==> src/core/esp_cfg.svh <==
// constants for the external sram pin interface
`ifndef ESP_CFG_SVH
`define ESP_CFG_SVH
// external window: 256 MB starting at 1000_0000h
`define ESP_WIN_BASE 4'h1
`define ESP_WIN_TOP_MSB 31
`define ESP_WIN_TOP_LSB 28
// strobe low time in system clocks
`define ESP_DATA_CYC 3'h2
// extra write strobe time when the hold bit is set
`define ESP_HOLD_CYC 3'h2
// pin widths
`define ESP_APIN_W 27
`define ESP_DPIN_W 32
`define ESP_HALF_W 16
// zero field placed above the word address on a 32-bit mux bus
`define ESP_MUX_PAD 5'h00
`endif

==> src/core/esp_pkg.sv <==
// types shared by the external sram pin interface
package esp_pkg;
  // access request from the system side
  typedef struct packed {
    logic        write;
    logic [31:0] addr;
    logic [31:0] wdata;
    logic [1:0]  cs;
  } esp_req_t;
  // controller mode settings
  typedef struct packed {
    logic clk_gate_en;
    logic clock_timing_select;
    logic pin_sharing_select;
    logic wide_bus_select;
    logic write_strobe_hold;
    logic async_mode;
  } esp_mode_t;
  // bus cycle states
  typedef enum logic [2:0] {
    ST_IDLE = 3'b000,
    ST_ADDR = 3'b001,
    ST_STRB = 3'b010,
    ST_HOLD = 3'b011,
    ST_END  = 3'b100
  } esp_state_t;
endpackage

==> src/core/esp_ctrl.sv <==
// external sram controller: pin sequencing, mux, strobes, read capture
// What this block does
// - bus clock can run only during chip select
// - timing bit picks early or late clock
// - lowest valid address bit on pin zero
// - 32-bit uses bits 28:2, 16-bit 27:1
// - external space spans 256 megabytes
// - sharing bit: 0 separate, 1 multiplexed
// - width bit: 0 16-bit, 1 32-bit
// - address pins driven in every mode
// - 32-bit mux sends padded word address first
// - 16-bit mux sends address 16:1 first
// - hold bit stretches the write strobe
// - async reads sampled on falling clock edge
`timescale 1ns/1ps
`include "esp_cfg.svh"
module esp_ctrl import esp_pkg::*; (
  // clock and reset
  input  wire logic clk_i,
  input  wire logic rstn_i,
  // mode settings
  input  wire esp_mode_t mode_i,
  // request side
  input  wire logic req_valid_i,
  input  wire esp_req_t req_i,
  output logic req_ready_o,
  output logic rsp_valid_o,
  output logic rsp_err_o,
  output logic [31:0] rsp_rdata_o,
  // memory pins
  output logic ext_bus_clock_o,
  output logic [3:0] chip_select_n_o,
  output logic [`ESP_APIN_W-1:0] ext_addr_pins_o,
  output logic [`ESP_DPIN_W-1:0] ext_data_pins_o,
  output logic [`ESP_DPIN_W-1:0] ext_data_pins_oe_o,
  input  wire logic [`ESP_DPIN_W-1:0] ext_data_pins_i,
  output logic write_strobe_n_o,
  output logic read_strobe_n_o,
  output logic addr_valid_n_o
);
  esp_state_t state_q, state_d; // bus cycle state
  esp_req_t req_q; // latched request
  logic mux_q, wide_q, hold_q, async_q; // modes frozen per access
  logic [2:0] cnt_q; // strobe cycle counter
  logic [`ESP_APIN_W-1:0] apin; // mapped address pins
  logic [`ESP_DPIN_W-1:0] mux_word; // address word for mux phase
  logic [`ESP_DPIN_W-1:0] rd_neg_q; // falling edge capture
  logic [`ESP_DPIN_W-1:0] half_mask; // active data lanes
  logic [`ESP_DPIN_W-1:0] drv_mask; // lanes driven this cycle
  esp_req_t cur_req; // request as the pins see it this cycle
  logic cur_wide; // bus width as the pins see it this cycle
  logic in_win; // address inside external space
  logic take; // request taken
  logic strb_last, hold_last; // counter end points

  assign take = req_valid_i && req_ready_o;
  // only 1000_0000h..1FFF_FFFFh starts a bus cycle
  assign in_win =
    req_i.addr[`ESP_WIN_TOP_MSB:`ESP_WIN_TOP_LSB] == `ESP_WIN_BASE;
  assign strb_last = cnt_q == (`ESP_DATA_CYC - 3'h1);
  assign hold_last = cnt_q == (`ESP_HOLD_CYC - 3'h1);
  assign req_ready_o = state_q == ST_IDLE;
  // 16-bit bus keeps upper lanes off
  assign half_mask = wide_q ? 32'hFFFFFFFF : 32'h0000FFFF;
  // on the take edge the pins follow the new request, not the stale copy
  assign cur_req = take ? req_i : req_q;
  assign cur_wide = take ? mode_i.wide_bus_select : wide_q;
  assign drv_mask = cur_wide ? 32'hFFFFFFFF : 32'h0000FFFF;

  // address pin mapping per bus width
  esp_addr_map u_map (
    .addr_i     (cur_req.addr),
    .wide_i     (cur_wide),
    .apin_o     (apin),
    .mux_word_o (mux_word)
  );

  // bus clock with chip-select gating
  esp_clk_gen u_clk (
    .clk_i           (clk_i),
    .rstn_i          (rstn_i),
    .gate_en_i       (mode_i.clk_gate_en),
    .late_i          (mode_i.clock_timing_select),
    .cs_act_i        (state_q != ST_IDLE),
    .ext_bus_clock_o (ext_bus_clock_o)
  );

  // next state of the bus cycle
  always_comb begin
    state_d = state_q;
    case (state_q)
      ST_IDLE: begin
        if (take && in_win) begin
          // mux mode inserts the address phase
          state_d = mode_i.pin_sharing_select ? ST_ADDR : ST_STRB;
        end
      end
      ST_ADDR: state_d = ST_STRB;
      ST_STRB: begin
        if (strb_last) begin
          state_d = (req_q.write && hold_q) ? ST_HOLD : ST_END;
        end
      end
      ST_HOLD: begin
        if (hold_last) state_d = ST_END;
      end
      ST_END: state_d = ST_IDLE;
      default: state_d = ST_IDLE;
    endcase
  end

  // state register
  always_ff @(posedge clk_i or negedge rstn_i) begin
    if (!rstn_i) state_q <= ST_IDLE;
    else state_q <= state_d;
  end

  // strobe counter restarts on each timed state
  always_ff @(posedge clk_i or negedge rstn_i) begin
    if (!rstn_i) cnt_q <= 3'h0;
    else if (state_d != state_q) cnt_q <= 3'h0;
    else cnt_q <= cnt_q + 3'h1;
  end

  // request and modes frozen for the access
  always_ff @(posedge clk_i or negedge rstn_i) begin
    if (!rstn_i) begin
      req_q <= '0;
      mux_q <= 1'b0;
      wide_q <= 1'b0;
      hold_q <= 1'b0;
      async_q <= 1'b0;
    end else if (take) begin
      req_q <= req_i;
      mux_q <= mode_i.pin_sharing_select;
      wide_q <= mode_i.wide_bus_select;
      hold_q <= mode_i.write_strobe_hold;
      async_q <= mode_i.async_mode;
    end
  end

  // chip select low for the whole access
  always_ff @(posedge clk_i or negedge rstn_i) begin
    if (!rstn_i) chip_select_n_o <= 4'hF;
    else if (state_d == ST_IDLE || state_d == ST_END) begin
      chip_select_n_o <= 4'hF;
    end else begin
      chip_select_n_o <= ~(4'h1 << cur_req.cs);
    end
  end

  // address pins carry the address in every mode
  always_ff @(posedge clk_i or negedge rstn_i) begin
    if (!rstn_i) ext_addr_pins_o <= '0;
    else ext_addr_pins_o <= apin;
  end

  // address valid only in the mux address phase
  always_ff @(posedge clk_i or negedge rstn_i) begin
    if (!rstn_i) addr_valid_n_o <= 1'b1;
    else addr_valid_n_o <= state_d != ST_ADDR;
  end

  // strobes: write stays low through the hold phase
  always_ff @(posedge clk_i or negedge rstn_i) begin
    if (!rstn_i) begin
      write_strobe_n_o <= 1'b1;
      read_strobe_n_o <= 1'b1;
    end else begin
      write_strobe_n_o <= !(cur_req.write &&
        (state_d == ST_STRB || state_d == ST_HOLD));
      read_strobe_n_o <= !(!cur_req.write && state_d == ST_STRB);
    end
  end

  // data pins: address word first in mux mode, then data
  always_ff @(posedge clk_i or negedge rstn_i) begin
    if (!rstn_i) begin
      ext_data_pins_o <= '0;
      ext_data_pins_oe_o <= '0;
    end else if (state_d == ST_ADDR) begin
      // address word goes out on the edge that takes the request
      ext_data_pins_o <= mux_word & drv_mask;
      ext_data_pins_oe_o <= drv_mask;
    end else if (cur_req.write &&
                 (state_d == ST_STRB || state_d == ST_HOLD)) begin
      ext_data_pins_o <= cur_req.wdata & drv_mask;
      ext_data_pins_oe_o <= drv_mask;
    end else begin
      ext_data_pins_o <= '0;
      ext_data_pins_oe_o <= '0;
    end
  end

  // async read data taken on the falling system clock edge
  always_ff @(negedge clk_i or negedge rstn_i) begin
    if (!rstn_i) rd_neg_q <= '0;
    else if (!read_strobe_n_o) rd_neg_q <= ext_data_pins_i;
  end

  // response: data at the end of the cycle, error for outside space
  always_ff @(posedge clk_i or negedge rstn_i) begin
    if (!rstn_i) begin
      rsp_valid_o <= 1'b0;
      rsp_err_o <= 1'b0;
      rsp_rdata_o <= '0;
    end else begin
      rsp_valid_o <= state_q == ST_END || (take && !in_win);
      rsp_err_o <= take && !in_win;
      if (state_q == ST_END && !req_q.write) begin
        rsp_rdata_o <= (async_q ? rd_neg_q : ext_data_pins_i)
          & half_mask;
      end
    end
  end

  // ---- assertions ----
  property p_clk_gate;
    @(posedge clk_i) disable iff (!rstn_i)
    mode_i.clk_gate_en && $stable(mode_i.clk_gate_en) &&
    state_q == ST_IDLE && $past(state_q) == ST_IDLE |=> !ext_bus_clock_o;
  endproperty
  a_clk_gate: assert property (p_clk_gate)
    else $error("bus clock ran outside chip select");

  property p_clk_late;
    @(posedge clk_i) disable iff (!rstn_i)
    mode_i.clk_gate_en && mode_i.clock_timing_select &&
    $past(state_q) == ST_IDLE && state_q != ST_IDLE |=> !ext_bus_clock_o;
  endproperty
  a_clk_late: assert property (p_clk_late)
    else $error("late timing let clock start early");

  property p_addr32;
    @(posedge clk_i) disable iff (!rstn_i)
    state_q != ST_IDLE && wide_q |-> ext_addr_pins_o == req_q.addr[28:2];
  endproperty
  a_addr32: assert property (p_addr32)
    else $error("32-bit address pins wrong");

  property p_addr16;
    @(posedge clk_i) disable iff (!rstn_i)
    state_q != ST_IDLE && !wide_q |-> ext_addr_pins_o == req_q.addr[27:1];
  endproperty
  a_addr16: assert property (p_addr16)
    else $error("16-bit address pins wrong");

  property p_upper_off;
    @(posedge clk_i) disable iff (!rstn_i)
    state_q != ST_IDLE && !wide_q |-> ext_data_pins_oe_o[31:16] == 16'h0000;
  endproperty
  a_upper_off: assert property (p_upper_off)
    else $error("upper data pins driven on 16-bit bus");

  property p_mux32;
    @(posedge clk_i) disable iff (!rstn_i)
    state_q == ST_ADDR && wide_q |->
      ext_data_pins_o == {`ESP_MUX_PAD, req_q.addr[28:2]} &&
      ext_data_pins_oe_o == 32'hFFFFFFFF;
  endproperty
  a_mux32: assert property (p_mux32)
    else $error("32-bit mux address word wrong");

  property p_mux16;
    @(posedge clk_i) disable iff (!rstn_i)
    state_q == ST_ADDR && !wide_q |->
      ext_data_pins_o == {16'h0000, req_q.addr[16:1]};
  endproperty
  a_mux16: assert property (p_mux16)
    else $error("16-bit mux address word wrong");

  property p_sep_noadv;
    @(posedge clk_i) disable iff (!rstn_i)
    state_q != ST_IDLE && !mux_q |-> addr_valid_n_o;
  endproperty
  a_sep_noadv: assert property (p_sep_noadv)
    else $error("address valid in separate mode");

  property p_adv_then_strobe;
    @(posedge clk_i) disable iff (!rstn_i)
    $fell(addr_valid_n_o) |-> ext_data_pins_oe_o != '0 ##1
      (addr_valid_n_o && !(write_strobe_n_o && read_strobe_n_o));
  endproperty
  a_adv_then_strobe: assert property (p_adv_then_strobe)
    else $error("address phase not followed by strobe");

  property p_we_hold;
    @(posedge clk_i) disable iff (!rstn_i)
    $fell(write_strobe_n_o) && hold_q |->
      (!write_strobe_n_o)[*4] ##1 write_strobe_n_o;
  endproperty
  a_we_hold: assert property (p_we_hold)
    else $error("held write strobe length wrong");

  property p_we_norm;
    @(posedge clk_i) disable iff (!rstn_i)
    $fell(write_strobe_n_o) && !hold_q |->
      (!write_strobe_n_o)[*2] ##1 write_strobe_n_o;
  endproperty
  a_we_norm: assert property (p_we_norm)
    else $error("normal write strobe length wrong");

  property p_async_rd;
    @(posedge clk_i) disable iff (!rstn_i)
    state_q == ST_END && async_q && !req_q.write |=>
      rsp_valid_o && rsp_rdata_o == ($past(rd_neg_q) & half_mask);
  endproperty
  a_async_rd: assert property (p_async_rd)
    else $error("async read not from falling edge sample");

  property p_window;
    @(posedge clk_i) disable iff (!rstn_i)
    take && !in_win |=> rsp_err_o && rsp_valid_o && state_q == ST_IDLE;
  endproperty
  a_window: assert property (p_window)
    else $error("access outside external space not refused");

  c_mux_write: cover property (@(posedge clk_i) disable iff (!rstn_i)
    state_q == ST_HOLD && mux_q);
  c_async_read: cover property (@(posedge clk_i) disable iff (!rstn_i)
    state_q == ST_END && async_q && !req_q.write);
  c_sep_wide: cover property (@(posedge clk_i) disable iff (!rstn_i)
    state_q == ST_STRB && !mux_q && wide_q);
endmodule

==> src/core/esp_addr_map.sv <==
// address placement on the address pins and the mux address word
`timescale 1ns/1ps
`include "esp_cfg.svh"
module esp_addr_map import esp_pkg::*; (
  // access address and bus width
  input  wire logic [31:0] addr_i,
  input  wire logic wide_i,
  // pin values
  output logic [`ESP_APIN_W-1:0] apin_o,
  output logic [`ESP_DPIN_W-1:0] mux_word_o
);
  // lowest valid address bit always lands on pin index 0
  always_comb begin
    if (wide_i) begin
      apin_o = addr_i[28:2];
      mux_word_o = {`ESP_MUX_PAD, addr_i[28:2]};
    end else begin
      apin_o = addr_i[27:1];
      mux_word_o = {16'h0000, addr_i[16:1]};
    end
  end
endmodule

==> src/core/esp_clk_gen.sv <==
// external bus clock: divide by two, optional chip-select gating
`timescale 1ns/1ps
module esp_clk_gen import esp_pkg::*; (
  // system clock and reset
  input  wire logic clk_i,
  input  wire logic rstn_i,
  // gating controls
  input  wire logic gate_en_i,
  input  wire logic late_i,
  input  wire logic cs_act_i,
  // bus clock pin
  output logic ext_bus_clock_o
);
  logic div_q; // free running divider phase
  logic cs_dly_q; // chip select window one clock late
  logic run; // clock allowed this cycle

  // divider toggles every system clock
  always_ff @(posedge clk_i or negedge rstn_i) begin
    if (!rstn_i) div_q <= 1'b0;
    else div_q <= ~div_q;
  end

  // delayed window for the late timing
  always_ff @(posedge clk_i or negedge rstn_i) begin
    if (!rstn_i) cs_dly_q <= 1'b0;
    else cs_dly_q <= cs_act_i;
  end

  // timing select picks the window edge
  assign run = !gate_en_i || (late_i ? cs_dly_q : cs_act_i);

  // clock held low outside the window
  always_ff @(posedge clk_i or negedge rstn_i) begin
    if (!rstn_i) ext_bus_clock_o <= 1'b0;
    else ext_bus_clock_o <= run & ~div_q;
  end
endmodule

==> config.mk <==
export PLATFORM = sky130hd
export DESIGN_NAME = esp_ctrl
export DESIGN_NICKNAME = d
export VERILOG_FILES = /design/src/core/esp_pkg.sv /design/src/core/esp_ctrl.sv /design/src/core/esp_addr_map.sv /design/src/core/esp_clk_gen.sv
export VERILOG_INCLUDE_DIRS = /design/src /design/src/core
export SDC_FILE = /design/constraint.sdc
export NUM_CORES = 1
export LEC_CHECK = 0
export BUFFER_PORTS_ARGS = -buffer_cell sky130_fd_sc_hd__buf_2
export CAP_MARGIN = 30
export CORE_ASPECT_RATIO = 0.6
export CORE_MARGIN = 2
export CORE_UTILIZATION = 53
export DETAILED_ROUTE_END_ITERATION = 6
export PLACE_DENSITY = 0.87
export SETUP_SLACK_MARGIN = 0.1
export SYNTH_ARGS = -nofsm -noshare
export SYNTH_HDL_FRONTEND = slang
export SYNTH_HIERARCHICAL = 1
export SYNTH_SLANG_ARGS = --single-unit
export TNS_END_PERCENT = 5
==> constraint.sdc <==
create_clock -name clk_i -period 3.6 [get_ports clk_i]
set_input_delay 0.72 -clock clk_i [delete_from_list [all_inputs] [get_ports clk_i]]
set_output_delay 0.72 -clock clk_i [all_outputs]
set_load 0.05 [all_outputs]
==> results of run 1 <==
-- state kept, by name, summed over array words and instances (netlist names) --
name                   cells
req_q                     63
ext_data_pins_o           32
rd_neg_q                  32
rsp_rdata_o               32
ext_addr_pins_o           27
chip_select_n_o            4
cnt_q                      3
state_q                    3
ext_data_pins_oe_o         2
addr_valid_n_o             1
async_q                    1
hold_q                     1
read_strobe_n_o            1
rsp_err_o                  1
rsp_valid_o                1
u_clk/cs_dly_q             1
u_clk/div_q                1
u_clk/ext_bus_clock_o      1
wide_q                     1
write_strobe_n_o           1
-- worst reg2reg max path, delay by kind of cell (launching register included) --
kind	cells	cell delay [ns]
flip-flops	1	0.54
multiplexers	1	0.38
buffers and inverters	1	0.22
-- through the flow --
step           std cells  worst slack, ns  hold WS, ns  total power, mW
6_report            1077            0.520        0.249             11.8
3_3_place_gp        1043            0.540        0.409             9.64
5_1_grt             1076            0.492        0.283             12.5
4_1_cts             1076            0.513        0.265             11.9
2_1_floorplan        671           0.0449        0.395             8.85
3_5_place_dp        1043            0.517        0.419             9.82
-- placed cells by master (no fill, tap or decap), drive strengths merged, types with 2 or more instances in the layout --
cell type / count
a211o: 4
a21oi: 19
a31oi: 2
a32o: 16
and2: 13
buf: 254
clkbuf: 28
clkinv: 6
conb: 5
dfrtn: 32
dfrtp: 170
dfstp: 7
ha: 2
inv: 11
mux2: 138
mux2i: 20
nand2: 67
nand3: 18
nand4: 16
nor2: 2
nor3: 3
nor4b: 2
o21ai: 17
-- worst max-delay path by stage --
stage	from	to	slack, ns
after CTS	read_strobe_n_o	rd_neg_q[29]	0.51
after detailed placement	read_strobe_n_o	rd_neg_q[29]	0.52
after floorplan	read_strobe_n_o	rd_neg_q[11]	0.04
final	read_strobe_n_o	rd_neg_q[29]	0.52
after global placement	read_strobe_n_o	rd_neg_q[23]	0.54
after global routing	read_strobe_n_o	rd_neg_q[10]	0.49
-- power by group through the flow --
stage	registers (mW)	logic [mW]	clock network (mW)
floorplan	5.55	3.30	0
global placement	3.90	5.74	0
detailed placement	3.97	5.85	0
CTS	3.94	5.87	2.09
global route	4.06	6.20	2.20
finish	3.94	5.84	2.04
-- routing by layer --
metal  share of wire (%)  vias up  global-route usage, %
met5                   0        -                      0
met4                 1.7        0                   4.95
met3                 6.0       27                   4.55
met2                  47      186                   36.1
met1                  45     2868                   31.8
li1                    -     2636                      -
-- layout make-up --
type / count / area share [%]
sequential: 209 / 50.0
multi-input combinational: 358 / 28.1
timing repair buffer: 255 / 12.7
clock buffer: 27 / 5.51
tap: 209 / 2.50
clock inverter: 6 / 0.574
inverter: 12 / 0.478
antenna: 1 / 0.0239
==> results.toml, run 1 <==
[outcome]
run_status = "complete, no violations"

[clocking]
worst_skew_pair.late_latency_ns = 0.49
number_of_buffers_added_by_the_clock_tree_synthesis_step = 19
cts_tree = "built"
cts.reportedPaths.clkPinSlew_ns = 0.07
cts_repair_resize_count = 0
post_cts_hold_buffer_count = 0
cts_max_level = 1
cts_root_buf = "clkbuf_16"
post-cts-setup-buffer-count = 0
max-clock-path-buffers = 3
clkSinkCount = 209

[floorplan]
num_io_pins = 242
design.core.area_um2 = 16200
die_height_um = 104
placement_rows = 36
die_area_um2 = 17700
die_width_um = 170
initial_core_utilization_pct = 54.3

[setup_path]
end_kind = "register"
path_buf_inv = 1
path_delay_family = "flip-flops"
critPathSlowestCell = "dfstp_2"
crit_cells = 2
cp_cell_sequence = "buf_12 > mux2_2"
critical_path.reg2reg.startpoint = "read_strobe_n_o"
critical_path.max_fanout = 33
r2r_setup_slack_ns = 0.52
critPathLaunchType = "register"
worst_r2r_endpoint = "rd_neg_q[29]"
crit_type = "register to register"
worst-r2r-cell-count = 2
cp.arrival_ns = 1.61
cp_slowest_stage_delay_ns = 0.54
cp.required_ns = 2.13

[placement]
routabilityCongestion = 0.794
hpwlAfterDp_um = 13300
buffer_ports.inserted = 240
placed_cell_area_um2 = 9830

[synth]
ys_warn_count = 6
netlist_area_um2 = 8800
syn_inst = 667
synth.avg_cell_area_um2 = 13.2

[cells_and_area]
design_area_um2 = 10500
layout.nets = 965
fillCellCount = 1241
multi_input_area_um2 = 2950
final_layout_size_suffix_gt1_share_pct = 50.7
final_core_utilization_pct = 64.6
areaGrowthSynthToFinish_pct = 19.0
final-seq-area_um2 = 5240

[detailed_routing]
post_drt_wl_per_cell_um = 18.1
vias = 5717
routed_wire_length_um = 19500
remaining_drc_errors = 0
drt_iter0_drc = 430
ant_nets = 0
drt_first_pass_iters = 4
viasPerCell = 5.31

[pwr]
sequential_fraction_of_design_power_pct = 33.3
switching_share_pct = 44.7
p_comb_share_pct = 49.4
internal-power_mw = 6.54
power.share.clock_pct = 17.3
p_per_area_nw_per_um2 = 1130
ir_worst_vdd_v = 0.000699
power.static_leakage_nw = 5.11
net_sw_power_mw = 5.28

[grt]
antenna_found_initial = 1
pin_count_of_the_biggest_net_entering_global_routing = 78
grt.overflow.total = 0
grt_use_total_pct = 22.4
first_pass_grt_wire_length_um = 31400
first_global_vias = 5885

[sta]
rsz0062_at_grt = "false"
timing.final.hold_violations = 0
finalMaxSlewViolations = 0
fin_setup_tns_ns = 0
final.setup_skew_ns = 0.0232
setup_viol_count_final = 0
tightest_slew_margin_relative_to_the_limit_pct = 34.2
worst_slew_pin_slew_ns = 0.985

[flow_run]
drv.max_cap_violation_count = 0

[hold_path]
min_path_type = "input pin to asynchronous set/reset pin"
(Power assumes the default switching activity.)
==> run 2, diff against run 1 <==
--- a/config.mk
+++ b/config.mk
@@ -8,9 +8,11 @@
 export LEC_CHECK = 0
 export BUFFER_PORTS_ARGS = -buffer_cell sky130_fd_sc_hd__buf_2
 export CAP_MARGIN = 30
+export CELL_PAD_IN_SITES_DETAIL_PLACEMENT = 0
+export CELL_PAD_IN_SITES_GLOBAL_PLACEMENT = 1
 export CORE_ASPECT_RATIO = 0.6
 export CORE_MARGIN = 2
-export CORE_UTILIZATION = 53
+export CORE_UTILIZATION = 42
 export DETAILED_ROUTE_END_ITERATION = 6
 export PLACE_DENSITY = 0.87
 export SETUP_SLACK_MARGIN = 0.1
==> run 2 against run 1 <==
Routed wire length up 3.5%. Clock power grew 10%. Final cell count increased by 6.3%. Count of clock-buffer cells in the layout rose by 2. Sequential power barely moved. Sequential cell count unchanged. Die area is 25% higher. Register-to-register slack is essentially flat. Critical endpoint is now rd_neg_q[18].
==> results.toml, run 2 (synthesis results as in run 1) <==
[clocking]
post_cts_hold_buffer_count = 0
post-cts-setup-buffer-count = 0
cts.reportedPaths.clkPinSlew_ns = 0.07
cts_tree = "built"
clkSinkCount = 209
cts_root_buf = "clkbuf_16"
cts_max_level = 1
max-clock-path-buffers = 3
worst_skew_pair.late_latency_ns = 0.50
cts_repair_resize_count = 0
number_of_buffers_added_by_the_clock_tree_synthesis_step = 20

[cells_and_area]
layout.cells.non_filler = 1145
largest_register = "req_q"
final_layout_size_suffix_gt1_share_pct = 50.9
largest_reg_flops = 63
layout.nets = 967
fillCellCount = 1798
multi_input_area_um2 = 2950
most-common-layout-cells = "buf_2, dfrtp_1, mux2_2"
layout.cells.most_common = "buf_2"
final-seq-area_um2 = 5240
areaGrowthSynthToFinish_pct = 21.0

[setup_path]
cp_cell_sequence = "buf_12 > mux2_2"
worst-r2r-cell-count = 2
cp_slowest_stage_delay_ns = 0.55
critPathLaunchType = "register"
cp.required_ns = 2.15
worst_setup_path_endpoint = "rd_neg_q[18]"
path_delay_family = "flip-flops"
cp.arrival_ns = 1.64
crit_cells = 2
path_buf_inv = 1
crit_type = "register to register"
critical_path.reg2reg.startpoint = "read_strobe_n_o"
crit_path_start = "read_strobe_n_o"
r2r_setup_slack_ns = 0.50
critical_path.max_fanout = 33
critPathSlowestCell = "dfstp_2"
end_kind = "register"
worst_r2r_endpoint = "rd_neg_q[18]"

[placement]
post-place-cells = 1108
routabilityCongestion = 0.752
placement.setup.worst_slack_ns = 0.513
hpwlAfterDp_um = 13800
buffer_ports.inserted = 240

[flow_run]
drv.max_cap_violation_count = 0

[sta]
final.setup_skew_ns = 0.0197
timing.final.hold_violations = 0
fin_setup_tns_ns = 0
tightest_slew_margin_relative_to_the_limit_pct = 41.3
worst_slew_pin_slew_ns = 0.881
finalMaxSlewViolations = 0
setup_slack_ns = 0.505
setup_viol_count_final = 0
rsz0062_at_grt = "false"

[detailed_routing]
ant_nets = 0
routed_wire_length_um = 20200
post_drt_wl_per_cell_um = 17.7
viasPerCell = 4.94
remaining_drc_errors = 0
drt_iter0_drc = 259
vias = 5659
drt_first_pass_iters = 4

[floorplan]
design.core.area_um2 = 20300
placement_rows = 40
initial_core_utilization_pct = 43.4
die_height_um = 116
die_width_um = 191
die_area_um2 = 22200
num_io_pins = 242

[grt]
pin_count_of_the_biggest_net_entering_global_routing = 72
grt.overflow.total = 0
grt_use_total_pct = 18.2
antenna_found_initial = 2
first_pass_grt_wire_length_um = 31400
first_global_vias = 5729

[pwr]
ir_worst_vdd_v = 0.000917
p_per_area_nw_per_um2 = 1130
power.static_leakage_nw = 5.14

[outcome]
run_status = "complete, no violations"

[hold_path]
min_path_type = "input pin to asynchronous set/reset pin"
-- run 2: changes by cell type in the layout (fill, tap and decap cells not counted) --
| cell | before | now |
|---|---|---|
| clkbuf_16 | 20 | 21 |
| clkbuf_8 | 6 | 4 |
| inv_1 | 11 | 10 |
| clkbuf_1 | 2 | 4 |
| bufinv_16 | 1 | 3 |
| buf_8 | 0 | 1 |
| buf_12 | 1 | 2 |
| clkinv_4 | 3 | 1 |
| clkinvlp_4 | 0 | 1 |
| clkinv_2 | 1 | 2 |
-- run 2: worst reg2reg max path: cells and delay by family, from the launching register on --
| family | cells | cell delay [ns] |
|---|---|---|
| muxes | 1 | 0.39 |
| DFF | 1 | 0.55 |
| buffers and inverters | 1 | 0.22 |
-- run 2: final cells by class --
cell class | count | share of cell area [%]
sequential | 209 | 49.2
antenna | 1 | 0.0235
multi-input combinational | 358 | 27.7
clock buffer | 29 | 5.60
inverter | 12 | 0.470
timing repair buffer | 256 | 12.7
clock inverter | 7 | 1.05
tap | 273 | 3.21
-- run 2: report_power, final --
part | total, mW | internal (mW) | switching, mW
logic | 5.84 | 1.89 | 3.95
registers | 3.95 | 3.46 | 0.489
clock network | 2.25 | 1.37 | 0.887
-- run 2: metrics by stage --
stage	hold WS (ns)	instance area, µm²	total power, mW	util, %
2_1_floorplan	0.395	8810	8.85	-
3_3_place_gp	0.406	9930	9.74	49.0
3_5_place_dp	0.412	9930	9.86	49.0
4_1_cts	0.177	10600	12.2	52.5
5_1_grt	0.197	10600	12.7	52.5
6_report	0.155	10600	12.0	52.5
-- run 2: how the worst min path moves through the flow --
stage	start	endpoint	slack, ns	cells after the start
2_1_floorplan	u_clk/div_q	u_clk/div_q	0.40	1
3_3_place_gp	u_clk/div_q	u_clk/div_q	0.41	1
3_5_place_dp	u_clk/div_q	u_clk/div_q	0.41	1
4_1_cts	rstn_i	rsp_rdata_o[20]	0.18	1
5_1_grt	rstn_i	rsp_rdata_o[20]	0.20	1
6_report	rstn_i	rsp_rdata_o[21]	0.15	1
-- run 2: layer usage --
layer  track usage [%]  share of wire [%]  vias up
met2              27.8                 43      186
met5                 0              0.059        -
met3              5.32                8.5       36
met4              4.08                2.0        2
li1                  -                  -     2652
met1              25.7                 47     2783
==> run 3, diff against run 2 <==
--- a/config.mk
+++ b/config.mk
@@ -12,9 +12,9 @@
 export CELL_PAD_IN_SITES_GLOBAL_PLACEMENT = 1
 export CORE_ASPECT_RATIO = 0.6
 export CORE_MARGIN = 2
-export CORE_UTILIZATION = 42
+export CORE_UTILIZATION = 38
 export DETAILED_ROUTE_END_ITERATION = 6
-export PLACE_DENSITY = 0.87
+export PLACE_DENSITY = 0.84
 export SETUP_SLACK_MARGIN = 0.1
 export SYNTH_ARGS = -nofsm -noshare
 export SYNTH_HDL_FRONTEND = slang
==> constraint.sdc (replaced) <==
create_clock -name clk_i -period 2.7 [get_ports clk_i]
set_input_delay 0.54 -clock clk_i [delete_from_list [all_inputs] [get_ports clk_i]]
set_output_delay 0.54 -clock clk_i [all_outputs]
set_load 0.05 [all_outputs]
==> run 3 against run 2 <==
Register-to-register slack got worse by 0.40 ns. Global-route usage fell by 1.2 points. Combinational power rose by 35%. Routed wire length rose by 3.4%. Via count rose by 1.3%. Final cell count rose by 4.8%. Power rose by 34%. Count of clock-buffer cells in the layout rose by 4. Critical endpoint is now rd_neg_q[9]. Highest routed layer unchanged.
==> results.toml, run 3 (synthesis results as in run 1) <==
[sta]
setup_slack_ns = 0.101
setup_viol_count_final = 0
worst_slew_pin_slew_ns = 0.890
final.setup_skew_ns = 0.0184
rsz0062_at_grt = "true"
timing.final.hold_violations = 0
finalMaxSlewViolations = 0
tightest_slew_margin_relative_to_the_limit_pct = 40.6

[placement]
placement.setup.worst_slack_ns = 0.0865
hpwlAfterDp_um = 14400
routabilityCongestion = 0.745
buffer_ports.inserted = 240
placed_cell_area_um2 = 10100

[floorplan]
placement_rows = 43
die_width_um = 200
num_io_pins = 242
initial_core_utilization_pct = 38.4
die_area_um2 = 24400
die_height_um = 122
design.core.area_um2 = 22900

[pwr]
p_per_area_nw_per_um2 = 1490
power.static_leakage_nw = 5.20
ir_worst_vdd_v = 0.000730

[setup_path]
cp.arrival_ns = 1.60
end_kind = "register"
crit_type = "register to register"
critical_path.reg2reg.startpoint = "read_strobe_n_o"
critPathSlowestCell = "dfstp_2"
worst_r2r_endpoint = "rd_neg_q[9]"
critical_path.max_fanout = 19
r2r_setup_slack_ns = 0.10
path_delay_family = "flip-flops"
worst-r2r-cell-count = 2
cp.required_ns = 1.70
path_buf_inv = 1
critPathLaunchType = "register"
cp_slowest_stage_delay_ns = 0.58
cp_cell_sequence = "buf_12 > mux2_2"

[cells_and_area]
final_core_utilization_pct = 47.2
layout.nets = 976
largest_register = "req_q"
final_layout_size_suffix_gt1_share_pct = 51.1
most-common-layout-cells = "buf_2, dfrtp_1, mux2_2"
design_area_um2 = 10800
fillCellCount = 2129
layout.cells.most_common = "buf_2"
largest_reg_flops = 63
areaGrowthSynthToFinish_pct = 23.1

[detailed_routing]
routed_wire_length_um = 20900
ant_nets = 0
drt_iter0_drc = 194
post_drt_wl_per_cell_um = 17.4
viasPerCell = 4.78
drt_first_pass_iters = 4
remaining_drc_errors = 0
vias = 5733

[clocking]
cts_root_buf = "clkbuf_16"
cts.reportedPaths.clkPinSlew_ns = 0.06
cts_max_level = 1
worst_skew_pair.late_latency_ns = 0.51
clkSinkCount = 209
max-clock-path-buffers = 3
number_of_buffers_added_by_the_clock_tree_synthesis_step = 22
cts_tree = "built"

[hold_path]
min_path_type = "input pin to register"
worst_hold_path.num_cells = 2
worst_hold_startpoint = "mode_i[5]"
min_delay_worst_endpoint = "u_clk/ext_bus_clock_o"

[grt]
antenna_found_initial = 5
pin_count_of_the_biggest_net_entering_global_routing = 53
grt.overflow.total = 0
first_pass_grt_wire_length_um = 32600
first_global_vias = 5782
grt_use_total_pct = 17.0

[outcome]
run_status = "complete, no violations"

[flow_run]
drv.max_cap_violation_count = 0
[run 3: where the power goes]
| group | switching (mW) | leakage [nW] | internal (mW) |
|---|---|---|---|
| Sequential | 0.672 | 2.48 | 4.62 |
| Clock | 1.22 | 0.349 | 1.81 |
| Combinational | 5.25 | 2.38 | 2.61 |
[run 3: per-layer routing]
layer	GRT usage, %	share of wire [%]	vias up	wire [µm]
li1	-	-	2671	-
met1	23.2	47	2873	9770
met2	26.3	44	159	9250
met3	6.05	7.5	28	1570
met4	3.33	1.4	2	300
met5	0	0.057	-	12
[run 3: worst max path at each step]
stage                          from      endpoint  slack [ns]  depth (start not counted)
finish              read_strobe_n_o   rd_neg_q[9]        0.10                          2
global route        read_strobe_n_o   rd_neg_q[0]        0.07                          2
CTS                 read_strobe_n_o  rd_neg_q[15]        0.09                          2
detailed placement  read_strobe_n_o  rd_neg_q[15]        0.09                          2
global placement    read_strobe_n_o   rd_neg_q[8]        0.11                          2
floorplan           read_strobe_n_o  rd_neg_q[10]       -0.14                          3
[run 3: what timing repair did]
| action | 4_1_cts | 5_1_grt |
|---|---|---|
| endpoints found under the hold margin | 3 | 0 |
| setup buffers | 0 | 0 |
| cloned | 0 | 0 |
| setup endpoints to repair | 5 | 21 |
| hold buffers | 1 | 0 |
| gates resized for setup | 0 | 0 |
[run 3: per-stage QoR]
| step | TNS, ns | hold slack (ns) | cells | power (mW) |
|---|---|---|---|---|
| global route | 0 | 0.188 | 1197 | 17.1 |
| floorplan | -5.61 | 0.244 | 671 | 11.9 |
| detailed placement | 0 | 0.359 | 1156 | 13.3 |
| CTS | 0 | 0.185 | 1196 | 16.4 |
| finish | 0 | 0.207 | 1200 | 16.2 |
| global placement | 0 | 0.358 | 1156 | 13.1 |
[run 3: layout make-up]
class | count | area, µm² | area share (%)
antenna | 4 | 10.0 | 0.0925
clock buffer | 33 | 633 | 5.85
clock inverter | 6 | 78.8 | 0.728
inverter | 12 | 50.0 | 0.462
multi-input combinational | 358 | 2950 | 27.2
sequential | 209 | 5240 | 48.4
tap | 315 | 394 | 3.64
timing repair buffer | 263 | 1470 | 13.6
